## src/gfh_pkg.sv

```systemverilog
// shared constants and carrier types of the gate driver fault handler
package gfh_pkg;

	// ************************************************************
	// clock and timing
	// ************************************************************
	localparam int CLK_MHZ       = 100;                   // ref_clk rate
	localparam int HW_DEG_US     = 4;                     // fixed deglitch, hardware variant
	localparam int DEG0_US       = 1;                     // deglitch choices, serial variant
	localparam int DEG1_US       = 2;
	localparam int DEG2_US       = 4;
	localparam int DEG3_US       = 8;
	localparam int DRIVE_US      = 4;                     // gate drive window
	localparam int RETRY_US      = 4000;                  // automatic retry interval
	localparam int CNT_W         = 10;
	localparam logic [CNT_W-1:0] HW_DEG_CYC = CNT_W'(HW_DEG_US * CLK_MHZ);
	localparam logic [CNT_W-1:0] DEG0_CYC   = CNT_W'(DEG0_US * CLK_MHZ);
	localparam logic [CNT_W-1:0] DEG1_CYC   = CNT_W'(DEG1_US * CLK_MHZ);
	localparam logic [CNT_W-1:0] DEG2_CYC   = CNT_W'(DEG2_US * CLK_MHZ);
	localparam logic [CNT_W-1:0] DEG3_CYC   = CNT_W'(DEG3_US * CLK_MHZ);
	localparam logic [CNT_W-1:0] DRIVE_CYC  = CNT_W'(DRIVE_US * CLK_MHZ);
	localparam int RETRY_CYC     = RETRY_US * CLK_MHZ;    // above 4096: top parameter default
	localparam int RETRY_W       = 20;

	// ************************************************************
	// overcurrent response modes and pwm modes
	// ************************************************************
	localparam logic [1:0] OCP_LATCH  = 2'h0;
	localparam logic [1:0] OCP_RETRY  = 2'h1;
	localparam logic [1:0] OCP_REPORT = 2'h2;
	localparam logic [1:0] OCP_OFF    = 2'h3;
	localparam logic [2:0] PWM_HALF   = 3'h3;             // independent half-bridge
	localparam logic [1:0] SCOPE_ALL  = 2'h0;
	localparam logic [1:0] SCOPE_HALF = 2'h1;
	localparam logic [1:0] SCOPE_FET  = 2'h2;

	// ************************************************************
	// reset values
	// ************************************************************
	localparam logic [5:0] GATE_EN_RST = 6'h00;
	localparam logic       FAULT_N_RST = 1'b1;

	// configuration from the host controller
	typedef struct packed {
		logic [1:0] overcurrent_response_mode;
		logic [1:0] overcurrent_deglitch_sel;
		logic [3:0] drain_source_threshold_sel;
		logic [1:0] sense_threshold_sel;
		logic [2:0] per_bridge_ds_monitor_off;
		logic [2:0] per_bridge_sense_monitor_off;
		logic       gate_fault_check_off;
		logic       thermal_warning_to_pin;
		logic [2:0] pwm_mode;
		logic       mixed_phase_en;
		logic [2:0] phase_is_fet;
	} gfh_cfg_t;

	// flags shown to the host, latched except the thermal warning
	typedef struct packed {
		logic       fault;
		logic       drain_source_overcurrent;
		logic [5:0] ds_fet;
		logic       sense_overcurrent;
		logic [2:0] sense_ch;
		logic       gate_drive_fault;
		logic [5:0] gate_voltage_fault_flag;
		logic       thermal_warning;
	} gfh_flags_t;

endpackage

```

## src/gfh_fault_handler.sv

```systemverilog
// fault response logic of a three half-bridge gate driver
`timescale 1ns/100ps
`default_nettype none
module gfh_fault_handler #(
	parameter int RETRY_CYCLES = gfh_pkg::RETRY_CYC
) (
	input  wire logic                ref_clk,
	input  wire logic                rstn,
	input  wire logic                hw_variant,
	input  wire logic                ds_threshold_pin,
	input  wire gfh_pkg::gfh_cfg_t   cfg,
	input  wire logic                clear_faults_cmd,
	input  wire logic                enable_reset_pulse,
	input  wire logic [5:0]          gate_cmd,
	input  wire logic [5:0]          gate_level_ok,
	input  wire logic [5:0]          ds_over_cmp,
	input  wire logic [2:0]          sense_over_cmp,
	input  wire logic                thermal_warning_cmp,
	output logic      [5:0]          gate_enable,
	output logic                     fault_out_n,
	output gfh_pkg::gfh_flags_t      flags,
	output logic      [3:0]          ds_threshold_code,
	output logic      [1:0]          sense_threshold_code
);
	import gfh_pkg::*;

	// ************************************************************
	// helpers
	// ************************************************************

	// shutdown scope of a gate fault in one phase
	function automatic logic [1:0] gdf_scope(input logic [2:0] mode, input logic mixed,
			input logic is_fet);
		if (mixed) begin
			return is_fet ? SCOPE_FET : SCOPE_HALF;
		end
		if (mode == PWM_HALF) begin
			return SCOPE_HALF;
		end
		if (mode[2]) begin
			return SCOPE_FET;
		end
		return SCOPE_ALL;
	endfunction

	// ************************************************************
	// input synchronisers
	// ************************************************************
	localparam int SW = 25;
	logic [SW-1:0] sync1;
	logic [SW-1:0] sync2;
	logic          rst_pin_prev;

	// two stages for every pin from the analogue side, comparators included
	always_ff @(posedge ref_clk or negedge rstn) begin
		if (!rstn) begin
			sync1 <= '0;
			sync2 <= '0;
		end else begin
			sync1 <= {hw_variant, ds_threshold_pin, enable_reset_pulse, gate_cmd,
				gate_level_ok, thermal_warning_cmp, ds_over_cmp, sense_over_cmp};
			sync2 <= sync1;
		end
	end

	logic       hw;
	logic       pin_high;
	logic       rst_pin;
	logic [5:0] cmd_s;
	logic [5:0] ok_s;
	logic       otw_s;
	logic [5:0] ds_s;
	logic [2:0] sen_s;
	assign hw       = sync2[24];
	assign pin_high = sync2[23];
	assign rst_pin  = sync2[22];
	assign cmd_s    = sync2[21:16];
	assign ok_s     = sync2[15:10];
	assign otw_s    = sync2[9];
	assign ds_s     = sync2[8:3];
	assign sen_s    = sync2[2:0];

	// enable reset pulse seen as a rising edge of the synchronised pin
	always_ff @(posedge ref_clk or negedge rstn) begin
		if (!rstn) begin
			rst_pin_prev <= 1'b0;
		end else begin
			rst_pin_prev <= rst_pin;
		end
	end

	logic clr;
	assign clr = clear_faults_cmd || (rst_pin && !rst_pin_prev);

	// ************************************************************
	// effective configuration
	// ************************************************************
	logic [1:0]       eff_mode;
	logic [CNT_W-1:0] deg_limit;
	logic             ds_mon_on;
	logic             sen_mon_on;
	logic [2:0]       ds_bridge_on;
	logic [2:0]       sen_bridge_on;
	logic             gdf_check_on;
	logic             otw_on;

	always_comb begin
		eff_mode = hw ? OCP_LATCH : cfg.overcurrent_response_mode;
		case (cfg.overcurrent_deglitch_sel)
			2'h0: deg_limit = DEG0_CYC;
			2'h1: deg_limit = DEG1_CYC;
			2'h2: deg_limit = DEG2_CYC;
			default: deg_limit = DEG3_CYC;
		endcase
		if (hw) begin
			deg_limit = HW_DEG_CYC;
		end
		ds_mon_on  = hw ? !pin_high : (eff_mode != OCP_OFF);
		sen_mon_on = hw ? !pin_high : (eff_mode != OCP_OFF);
		// per-bridge disables are locked out in the hardware variant
		ds_bridge_on  = hw ? 3'h7 : ~cfg.per_bridge_ds_monitor_off;
		sen_bridge_on = hw ? 3'h7 : ~cfg.per_bridge_sense_monitor_off;
		gdf_check_on  = hw || !cfg.gate_fault_check_off;
		otw_on        = !hw;
	end

	// threshold codes to the comparators, hardware variant fixed
	always_ff @(posedge ref_clk or negedge rstn) begin
		if (!rstn) begin
			ds_threshold_code    <= '0;
			sense_threshold_code <= '0;
		end else begin
			ds_threshold_code    <= hw ? 4'h0 : cfg.drain_source_threshold_sel;
			sense_threshold_code <= hw ? 2'h0 : cfg.sense_threshold_sel;
		end
	end

	// ************************************************************
	// detection
	// ************************************************************
	logic [5:0] ds_level;
	logic [2:0] sen_level;
	logic [5:0] ds_evt;
	logic [2:0] sen_evt;
	logic [5:0] stuck_evt;

	// only transistors commanded on are watched
	assign ds_level  = ds_mon_on ? (ds_s & cmd_s & {2{ds_bridge_on}}) : 6'h00;
	assign sen_level = sen_mon_on ? (sen_s & sen_bridge_on) : 3'h0;

	gfh_deglitch #(.N(6)) u_ds_deg (
		.ref_clk     (ref_clk),
		.rstn        (rstn),
		.level       (ds_level),
		.limit       (deg_limit),
		.event_pulse (ds_evt)
	);

	gfh_deglitch #(.N(3)) u_sen_deg (
		.ref_clk     (ref_clk),
		.rstn        (rstn),
		.level       (sen_level),
		.limit       (deg_limit),
		.event_pulse (sen_evt)
	);

	gfh_gate_watch u_gate (
		.ref_clk     (ref_clk),
		.rstn        (rstn),
		.gate_cmd    (cmd_s),
		.gate_ok     (ok_s),
		.stuck_pulse (stuck_evt)
	);

	// ************************************************************
	// retry timer
	// ************************************************************
	logic [RETRY_W-1:0] retry_cnt;
	logic               retry_run;
	logic               retry_done;
	logic               oc_evt;
	assign oc_evt     = (|ds_evt) || (|sen_evt);
	assign retry_done = retry_run && (retry_cnt == RETRY_W'(RETRY_CYCLES - 1));

	// a new event restarts the interval
	always_ff @(posedge ref_clk or negedge rstn) begin
		if (!rstn) begin
			retry_run <= 1'b0;
			retry_cnt <= '0;
		end else if (oc_evt && eff_mode == OCP_RETRY) begin
			retry_run <= 1'b1;
			retry_cnt <= '0;
		end else if (retry_done || eff_mode != OCP_RETRY) begin
			retry_run <= 1'b0;
			retry_cnt <= '0;
		end else if (retry_run) begin
			retry_cnt <= retry_cnt + 1'b1;
		end
	end

	// ************************************************************
	// latched overcurrent flags
	// ************************************************************
	logic       oc_release;
	logic       ds_gone;
	logic       sen_gone;
	logic       ds_flag;
	logic [5:0] ds_fet_bits;
	logic       sen_flag;
	logic [2:0] sen_ch_bits;
	logic [5:0] vgs_bits;
	logic       otw_flag;
	logic       fault_flag;
	assign ds_gone  = !(|(ds_s & cmd_s));
	assign sen_gone = !(|sen_s);
	// retry mode frees on expiry, other modes on clear with the condition gone
	assign oc_release = (eff_mode == OCP_RETRY) ? retry_done : clr;

	// set wins over clear in the same cycle
	always_ff @(posedge ref_clk or negedge rstn) begin
		if (!rstn) begin
			ds_flag     <= 1'b0;
			ds_fet_bits <= '0;
		end else if (|ds_evt) begin
			ds_flag     <= 1'b1;
			ds_fet_bits <= ds_fet_bits | ds_evt;
		end else if (oc_release && (eff_mode == OCP_RETRY || ds_gone)) begin
			ds_flag     <= 1'b0;
			ds_fet_bits <= '0;
		end
	end

	// sense flags, per-channel detail kept in retry mode only
	always_ff @(posedge ref_clk or negedge rstn) begin
		if (!rstn) begin
			sen_flag    <= 1'b0;
			sen_ch_bits <= '0;
		end else if (|sen_evt) begin
			sen_flag <= 1'b1;
			if (eff_mode == OCP_RETRY) begin
				sen_ch_bits <= sen_ch_bits | sen_evt;
			end
		end else if (oc_release && (eff_mode == OCP_RETRY || sen_gone)) begin
			sen_flag    <= 1'b0;
			sen_ch_bits <= '0;
		end
	end

	// ************************************************************
	// gate drive fault flags
	// ************************************************************
	logic [5:0] gdf_lat;

	// per-transistor latch; gate voltage flag kept even with the check off
	always_ff @(posedge ref_clk or negedge rstn) begin
		if (!rstn) begin
			gdf_lat  <= '0;
			vgs_bits <= '0;
		end else begin
			for (int i = 0; i < 6; i++) begin
				if (stuck_evt[i]) begin
					vgs_bits[i] <= 1'b1;
					gdf_lat[i]  <= gdf_check_on;
				end else if (clr && ok_s[i]) begin
					vgs_bits[i] <= 1'b0;
					gdf_lat[i]  <= 1'b0;
				end
			end
		end
	end

	// the flag word has one driver; gate fault summary is the or of the latches
	assign flags = {fault_flag, ds_flag, ds_fet_bits, sen_flag, sen_ch_bits, |gdf_lat,
		vgs_bits, otw_flag};

	// ************************************************************
	// thermal warning and global flag
	// ************************************************************
	logic oc_report;
	logic report_any;
	assign oc_report  = flags.drain_source_overcurrent || flags.sense_overcurrent;
	assign report_any = oc_report || (|gdf_lat)
		|| (flags.thermal_warning && cfg.thermal_warning_to_pin);

	always_ff @(posedge ref_clk or negedge rstn) begin
		if (!rstn) begin
			otw_flag   <= 1'b0;
			fault_flag <= 1'b0;
		end else begin
			otw_flag   <= otw_on && otw_s;
			fault_flag <= oc_report || (|gdf_lat);
		end
	end

	// ************************************************************
	// gate enables and fault pin
	// ************************************************************
	logic       oc_shut;
	logic [5:0] kill;
	assign oc_shut = oc_report && (eff_mode == OCP_LATCH || eff_mode == OCP_RETRY);

	// per-phase scope of gate fault shutdown
	always_comb begin
		kill = oc_shut ? 6'h3f : 6'h00;
		for (int p = 0; p < 3; p++) begin
			case (gdf_scope(cfg.pwm_mode, cfg.mixed_phase_en, cfg.phase_is_fet[p]))
				SCOPE_HALF: begin
					if (gdf_lat[p] || gdf_lat[p+3]) begin
						kill[p]   = 1'b1;
						kill[p+3] = 1'b1;
					end
				end
				SCOPE_FET: begin
					kill[p]   = kill[p] | gdf_lat[p];
					kill[p+3] = kill[p+3] | gdf_lat[p+3];
				end
				default: begin
					if (|gdf_lat) begin
						kill = 6'h3f;
					end
				end
			endcase
		end
	end

	always_ff @(posedge ref_clk or negedge rstn) begin
		if (!rstn) begin
			gate_enable <= GATE_EN_RST;
			fault_out_n <= FAULT_N_RST;
		end else begin
			gate_enable <= ~kill;
			fault_out_n <= !report_any;
		end
	end
endmodule
`default_nettype wire

```

## src/gfh_deglitch.sv

```systemverilog
// per-lane deglitch filter, one pulse once a lane stays high past the limit
`timescale 1ns/100ps
`default_nettype none
module gfh_deglitch #(
	parameter int N = 6
) (
	input  wire logic                         ref_clk,
	input  wire logic                         rstn,
	input  wire logic [N-1:0]                 level,
	input  wire logic [gfh_pkg::CNT_W-1:0]    limit,
	output logic      [N-1:0]                 event_pulse
);
	import gfh_pkg::*;

	logic [CNT_W-1:0] cnt [N];

	// count while high, restart when low, saturate after firing
	always_ff @(posedge ref_clk or negedge rstn) begin
		if (!rstn) begin
			for (int i = 0; i < N; i++) begin
				cnt[i] <= '0;
			end
			event_pulse <= '0;
		end else begin
			for (int i = 0; i < N; i++) begin
				event_pulse[i] <= level[i] && (cnt[i] == limit);
				if (!level[i]) begin
					cnt[i] <= '0;
				end else if (cnt[i] <= limit) begin
					cnt[i] <= cnt[i] + 1'b1;
				end
			end
		end
	end

endmodule
`default_nettype wire

```

## src/gfh_gate_watch.sv

```systemverilog
// per-transistor gate drive window check
`timescale 1ns/100ps
`default_nettype none
module gfh_gate_watch (
	input  wire logic       ref_clk,
	input  wire logic       rstn,
	input  wire logic [5:0] gate_cmd,
	input  wire logic [5:0] gate_ok,
	output logic      [5:0] stuck_pulse
);
	import gfh_pkg::*;

	logic [5:0]       prev_cmd;
	logic [5:0]       busy;
	logic [CNT_W-1:0] cnt [6];

	// window opens on each command edge, verdict at its end
	always_ff @(posedge ref_clk or negedge rstn) begin
		if (!rstn) begin
			prev_cmd    <= '0;
			busy        <= '0;
			stuck_pulse <= '0;
			for (int i = 0; i < 6; i++) begin
				cnt[i] <= '0;
			end
		end else begin
			prev_cmd <= gate_cmd;
			for (int i = 0; i < 6; i++) begin
				stuck_pulse[i] <= busy[i] && (cnt[i] == DRIVE_CYC) && !gate_ok[i];
				if (gate_cmd[i] != prev_cmd[i]) begin
					busy[i] <= 1'b1;
					cnt[i]  <= '0;
				end else if (busy[i] && cnt[i] == DRIVE_CYC) begin
					busy[i] <= 1'b0;
				end else if (busy[i]) begin
					cnt[i] <= cnt[i] + 1'b1;
				end
			end
		end
	end

endmodule
`default_nettype wire

```

## config.mk

```make
export PLATFORM = sky130hd
export DESIGN_NAME = gfh_fault_handler
export DESIGN_NICKNAME = d
export VERILOG_FILES = /design/src/gfh_pkg.sv /design/src/gfh_fault_handler.sv /design/src/gfh_deglitch.sv /design/src/gfh_gate_watch.sv
export SDC_FILE = /design/constraint.sdc
export NUM_CORES = 1
export LEC_CHECK = 0
export BUFFER_PORTS_ARGS = -buffer_cell sky130_fd_sc_hd__buf_4
export CAP_MARGIN = 20
export CELL_PAD_IN_SITES_DETAIL_PLACEMENT = 1
export CELL_PAD_IN_SITES_GLOBAL_PLACEMENT = 2
export CORE_ASPECT_RATIO = 0.75
export CORE_MARGIN = 2
export CORE_UTILIZATION = 30
export CTS_BUF_LIST = sky130_fd_sc_hd__clkbuf_8
export DETAILED_ROUTE_END_ITERATION = 16
export PLACE_DENSITY_LB_ADDON = 0.08
export SLEW_MARGIN = 30
export SYNTH_ARGS = -nofsm -noshare
export SYNTH_HDL_FRONTEND = slang
export SYNTH_SLANG_ARGS = --single-unit
```

## constraint.sdc

```tcl
create_clock -name ref_clk -period 7.3 [get_ports ref_clk]
set_input_delay 0.365 -clock ref_clk [delete_from_list [all_inputs] [get_ports ref_clk]]
set_output_delay 0.365 -clock ref_clk [all_outputs]
set_load 0.02 [all_outputs]
```

==> flow_metrics.py <==
metrics = {
    "run_status": {
        "status": "completed",
    },
    "die": {
        "die_area_sq_um": 50470,
        "die_x_microns": 258.7,
        "die_h_microns": 195.1,
        "core_region_area_sq_um": 47740,
        "start_util_pct": 30.58,
        "fp-row-count": 69,
        "io-pin-count": 86,
    },
    "clocking": {
        "clk_latency_ns": 0.64,
        "clock_sinks": 287,
        "htree_levels": 2,
        "tritoncts": "built",
        "ctsResizeCount": 0,
        "cts_root_buf": "clkbuf_8",
        "cts_buffer_depth": 3,
        "numCtsBuffers": 52,
        "postCtsHoldBufs": 34,
        "cts_setup_buffers": 0,
        "path_clk_slew_ns": 0.07,
    },
    "setup_path": {
        "crit_start": "sync2[24]",
        "cp-end-kind": "flop",
        "r2r-start": "sync2[24]",
        "rr_worst_depth": 10,
        "regToRegSetupSlack_ns": 3.35,
        "crit_chain": "buf_4, inv_1, nand2_1, ha_1, a21oi_1, o21ai_1, a2111oi_2, nor2_2, or3_1, a21oi_1",
        "cp_num_buf_inv": 2,
        "crit_slowest_cell": "a2111oi_2",
        "r2r_end": "u_sen_deg.cnt[4]",
        "crit_type": "flop to flop",
        "slowest_delay_ns": 0.74,
        "critPathMaxFanout": 18,
        "startpoint_type": "flop",
        "worst_ep_required_time_ns": 7.86,
        "crit_family": "compound AO/OA/AOI/OAI gates",
        "cp.arrival_ns": 4.51,
        "crit_top_cell": "a21oi_1",
    },
    "logic_synthesis": {
        "yosysMostFrequentCell": "dfrtp_1",
        "netlist.area_leader.share_pct": 49.02,
        "synthTopCellsByArea": "dfrtp_1, ha_1, nor2_1, xor2_1, nand2_1",
        "synth_async_sr_flop_share_pct": 100.0,
        "synth_edf_count": 0,
        "yosysTopAreaCell": "dfrtp_1",
        "synth_seq_cells": 287,
        "synth_fp_nets": 1599,
        "netlist_top_cells_count": "dfrtp_1, nor2_1, nand2_1, ha_1, a21oi_1",
        "ys_types": 72,
        "netlist_instances": 1438,
        "syn_area_per_cell_sq_um": 10.15,
        "synth_ff_type": "dfrtp_1",
        "yosysSeqAreaShare_pct": 49.20,
        "synth_area_sq_um": 14600,
        "yosys_warnings": 0,
    },
    "grt": {
        "grt_pass1_wl_mm": 65.60,
        "antenna_found_initial": 2,
        "grt_use_met2_pct": 24.40,
        "grt_max_degree": 141,
        "track_usage_pct": 16.26,
        "grt_remaining_overflow": 0,
        "top_usage_layer": "met2",
        "use_met1_pct": 23.93,
        "grt_pass1_vias": 11770,
        "grt_use_met3_pct": 2.791,
    },
    "sta": {
        "drv_slew": 0,
        "fin_crit_sh_pct": 54.15,
        "setup_viol": 0,
        "fmax_mhz": 253.0,
        "rsz0062_at_grt": "false",
        "hold_violations": 0,
        "fin_worst_skew_ns": 0.04090,
        "tightest_slew_ns": 0.9327,
        "layout_min_cycle_time_ns": 3.953,
        "relSlewSlack_pct": 37.34,
        "setup-tns-final_ns": 0,
    },
    "power_and_ir_drop": {
        "finalPower_w": 0.003697,
        "power.density_nw_per_um2": 211.6,
        "power.leakage_nw": 7.818,
        "max-vdd-ir-drop_mv": 0.1014,
    },
    "route": {
        "antenna_left": 0,
        "routed_wl_mm": 39.76,
        "drt_iter0_markers": 431,
        "vias": 11030,
        "dr.pass1.iters": 6,
        "wl_per_cell_microns": 17.51,
        "drc": 0,
        "viasPerCell": 4.857,
    },
    "placed_design": {
        "placed_cell_area_sq_um": 15990,
        "numPortBuffers": 85,
        "dp_hpwl_mm": 27.68,
        "gp_congestion": 0.7703,
    },
    "cells_and_area": {
        "drive_above_1_share_pct": 12.81,
        "finalNetCount": 1751,
        "filler_cell_count": 5425,
        "stdcell_area_sq_um": 17470,
        "area_growth_pct": 19.66,
    },
    "min_path": {
        "whs_path_depth": 4,
        "hold_end": "retry_run",
        "hp-start": "cfg[24]",
        "holdCritPathClass": "input port to flop",
    },
    "job": {
        "max_cap_violations": 0,
    },
}
-- sequential cells by signal, indices dropped and copies added (netlist names), 2 cells and up --
signal,flops
retry_cnt,20
u_ds_deg.cnt,60
sen_ch_bits,3
u_sen_deg.cnt,30
u_ds_deg.event_pulse,6
ds_fet_bits,6
ds_threshold_code,4
sync1,25
vgs_bits,6
u_gate.busy,6
u_gate.cnt,60
u_sen_deg.event_pulse,3
u_gate.stuck_pulse,6
u_gate.prev_cmd,6
sense_threshold_code,2
gate_enable,6
gdf_lat,6
sync2,25
-- worst register-to-register path, stage by stage, from the launching register on --
cell and delay, ns:
dfrtp_1 0.36, buf_4 0.22, inv_1 0.46, nand2_1 0.54, ha_1 0.50, a21oi_1 0.22
o21ai_1 0.12, a2111oi_2 0.74, nor2_2 0.16, or3_1 0.39, a21oi_1 0.15
-- per-layer routing --
layer / share of wire, % / vias to the layer above
li1: - / 5352
met1: 52 / 5488
met4: 2.2 / 0
met2: 43 / 132
met5: 0 / -
met3: 3.5 / 59
-- where the power goes --
group / internal [W] / switching [W] / leakage [nW]
clock network: 0.000927 / 0.000737 / 0.644
logic: 0.000129 / 0.000219 / 3.38
registers: 0.00165 / 0.0000399 / 3.79
total: 0.00270 / 0.000996 / 7.82
-- cells by family after synthesis --
logic type / synth area share, %
XOR/XNOR: 6.719
flip-flops: 49.20
buffers and inverters: 2.785
AND/OR/NAND/NOR: 19.58
AO/OA/AOI/OAI: 11.77
multiplexers: 0.6856
adder cells (fa/ha/maj): 9.255
-- how the worst max path moves through the flow --
stage	endpoint	slack, ns	cells after the start
finish	u_sen_deg.cnt[4]	3.35	10
global route	u_sen_deg.cnt[4]	3.03	10
CTS	u_sen_deg.cnt[4]	3.29	10
detailed placement	u_sen_deg.cnt[4]	3.31	10
global placement	u_sen_deg.cnt[4]	3.36	10
floorplan	u_ds_deg.cnt[58]	4.14	11
-- cell usage in the layout (no fill, tap or decap), types with 17 or more instances in the layout --
cell	n
xor2_1	64
ha_1	108
nand3_1	53
nand2_1	130
nand4_1	34
and3_1	33
buf_4	90
or3_1	27
dfrtp_1	286
xnor2_1	48
o211ai_1	17
nor2_1	171
clkbuf_8	63
nor3_1	30
dlygate4sd3_1	34
inv_1	88
a21oi_1	82
o21ai_0	45
-- stage by stage --
step | hold WS [ns] | setup slack (ns) | util, % | instances
2_1_floorplan | 0.06941 | 4.143 | - | 1438
3_3_place_gp | 0.3320 | 3.362 | 33.47 | 2140
3_5_place_dp | 0.3362 | 3.312 | 33.49 | 2140
4_1_cts | 0.01947 | 3.285 | 36.56 | 2269
5_1_grt | 0.06469 | 3.027 | 36.59 | 2270
6_report | 0.08744 | 3.347 | 36.59 | 2271
-- final cells by class --
type                       instances  area (sq um)  share of cell area [%]
sequential                       287          7183                   41.12
multi-input combinational       1051          7030                   40.24
timing repair buffer             127          1062                   6.080
clock buffer                      63         867.1                   4.963
tap                              639         799.5                   4.576
inverter                          71         266.5                   1.525
clock inverter                    32         259.0                   1.482
antenna                            1         2.502                 0.01432
Power figures use the tool's default switching activity.
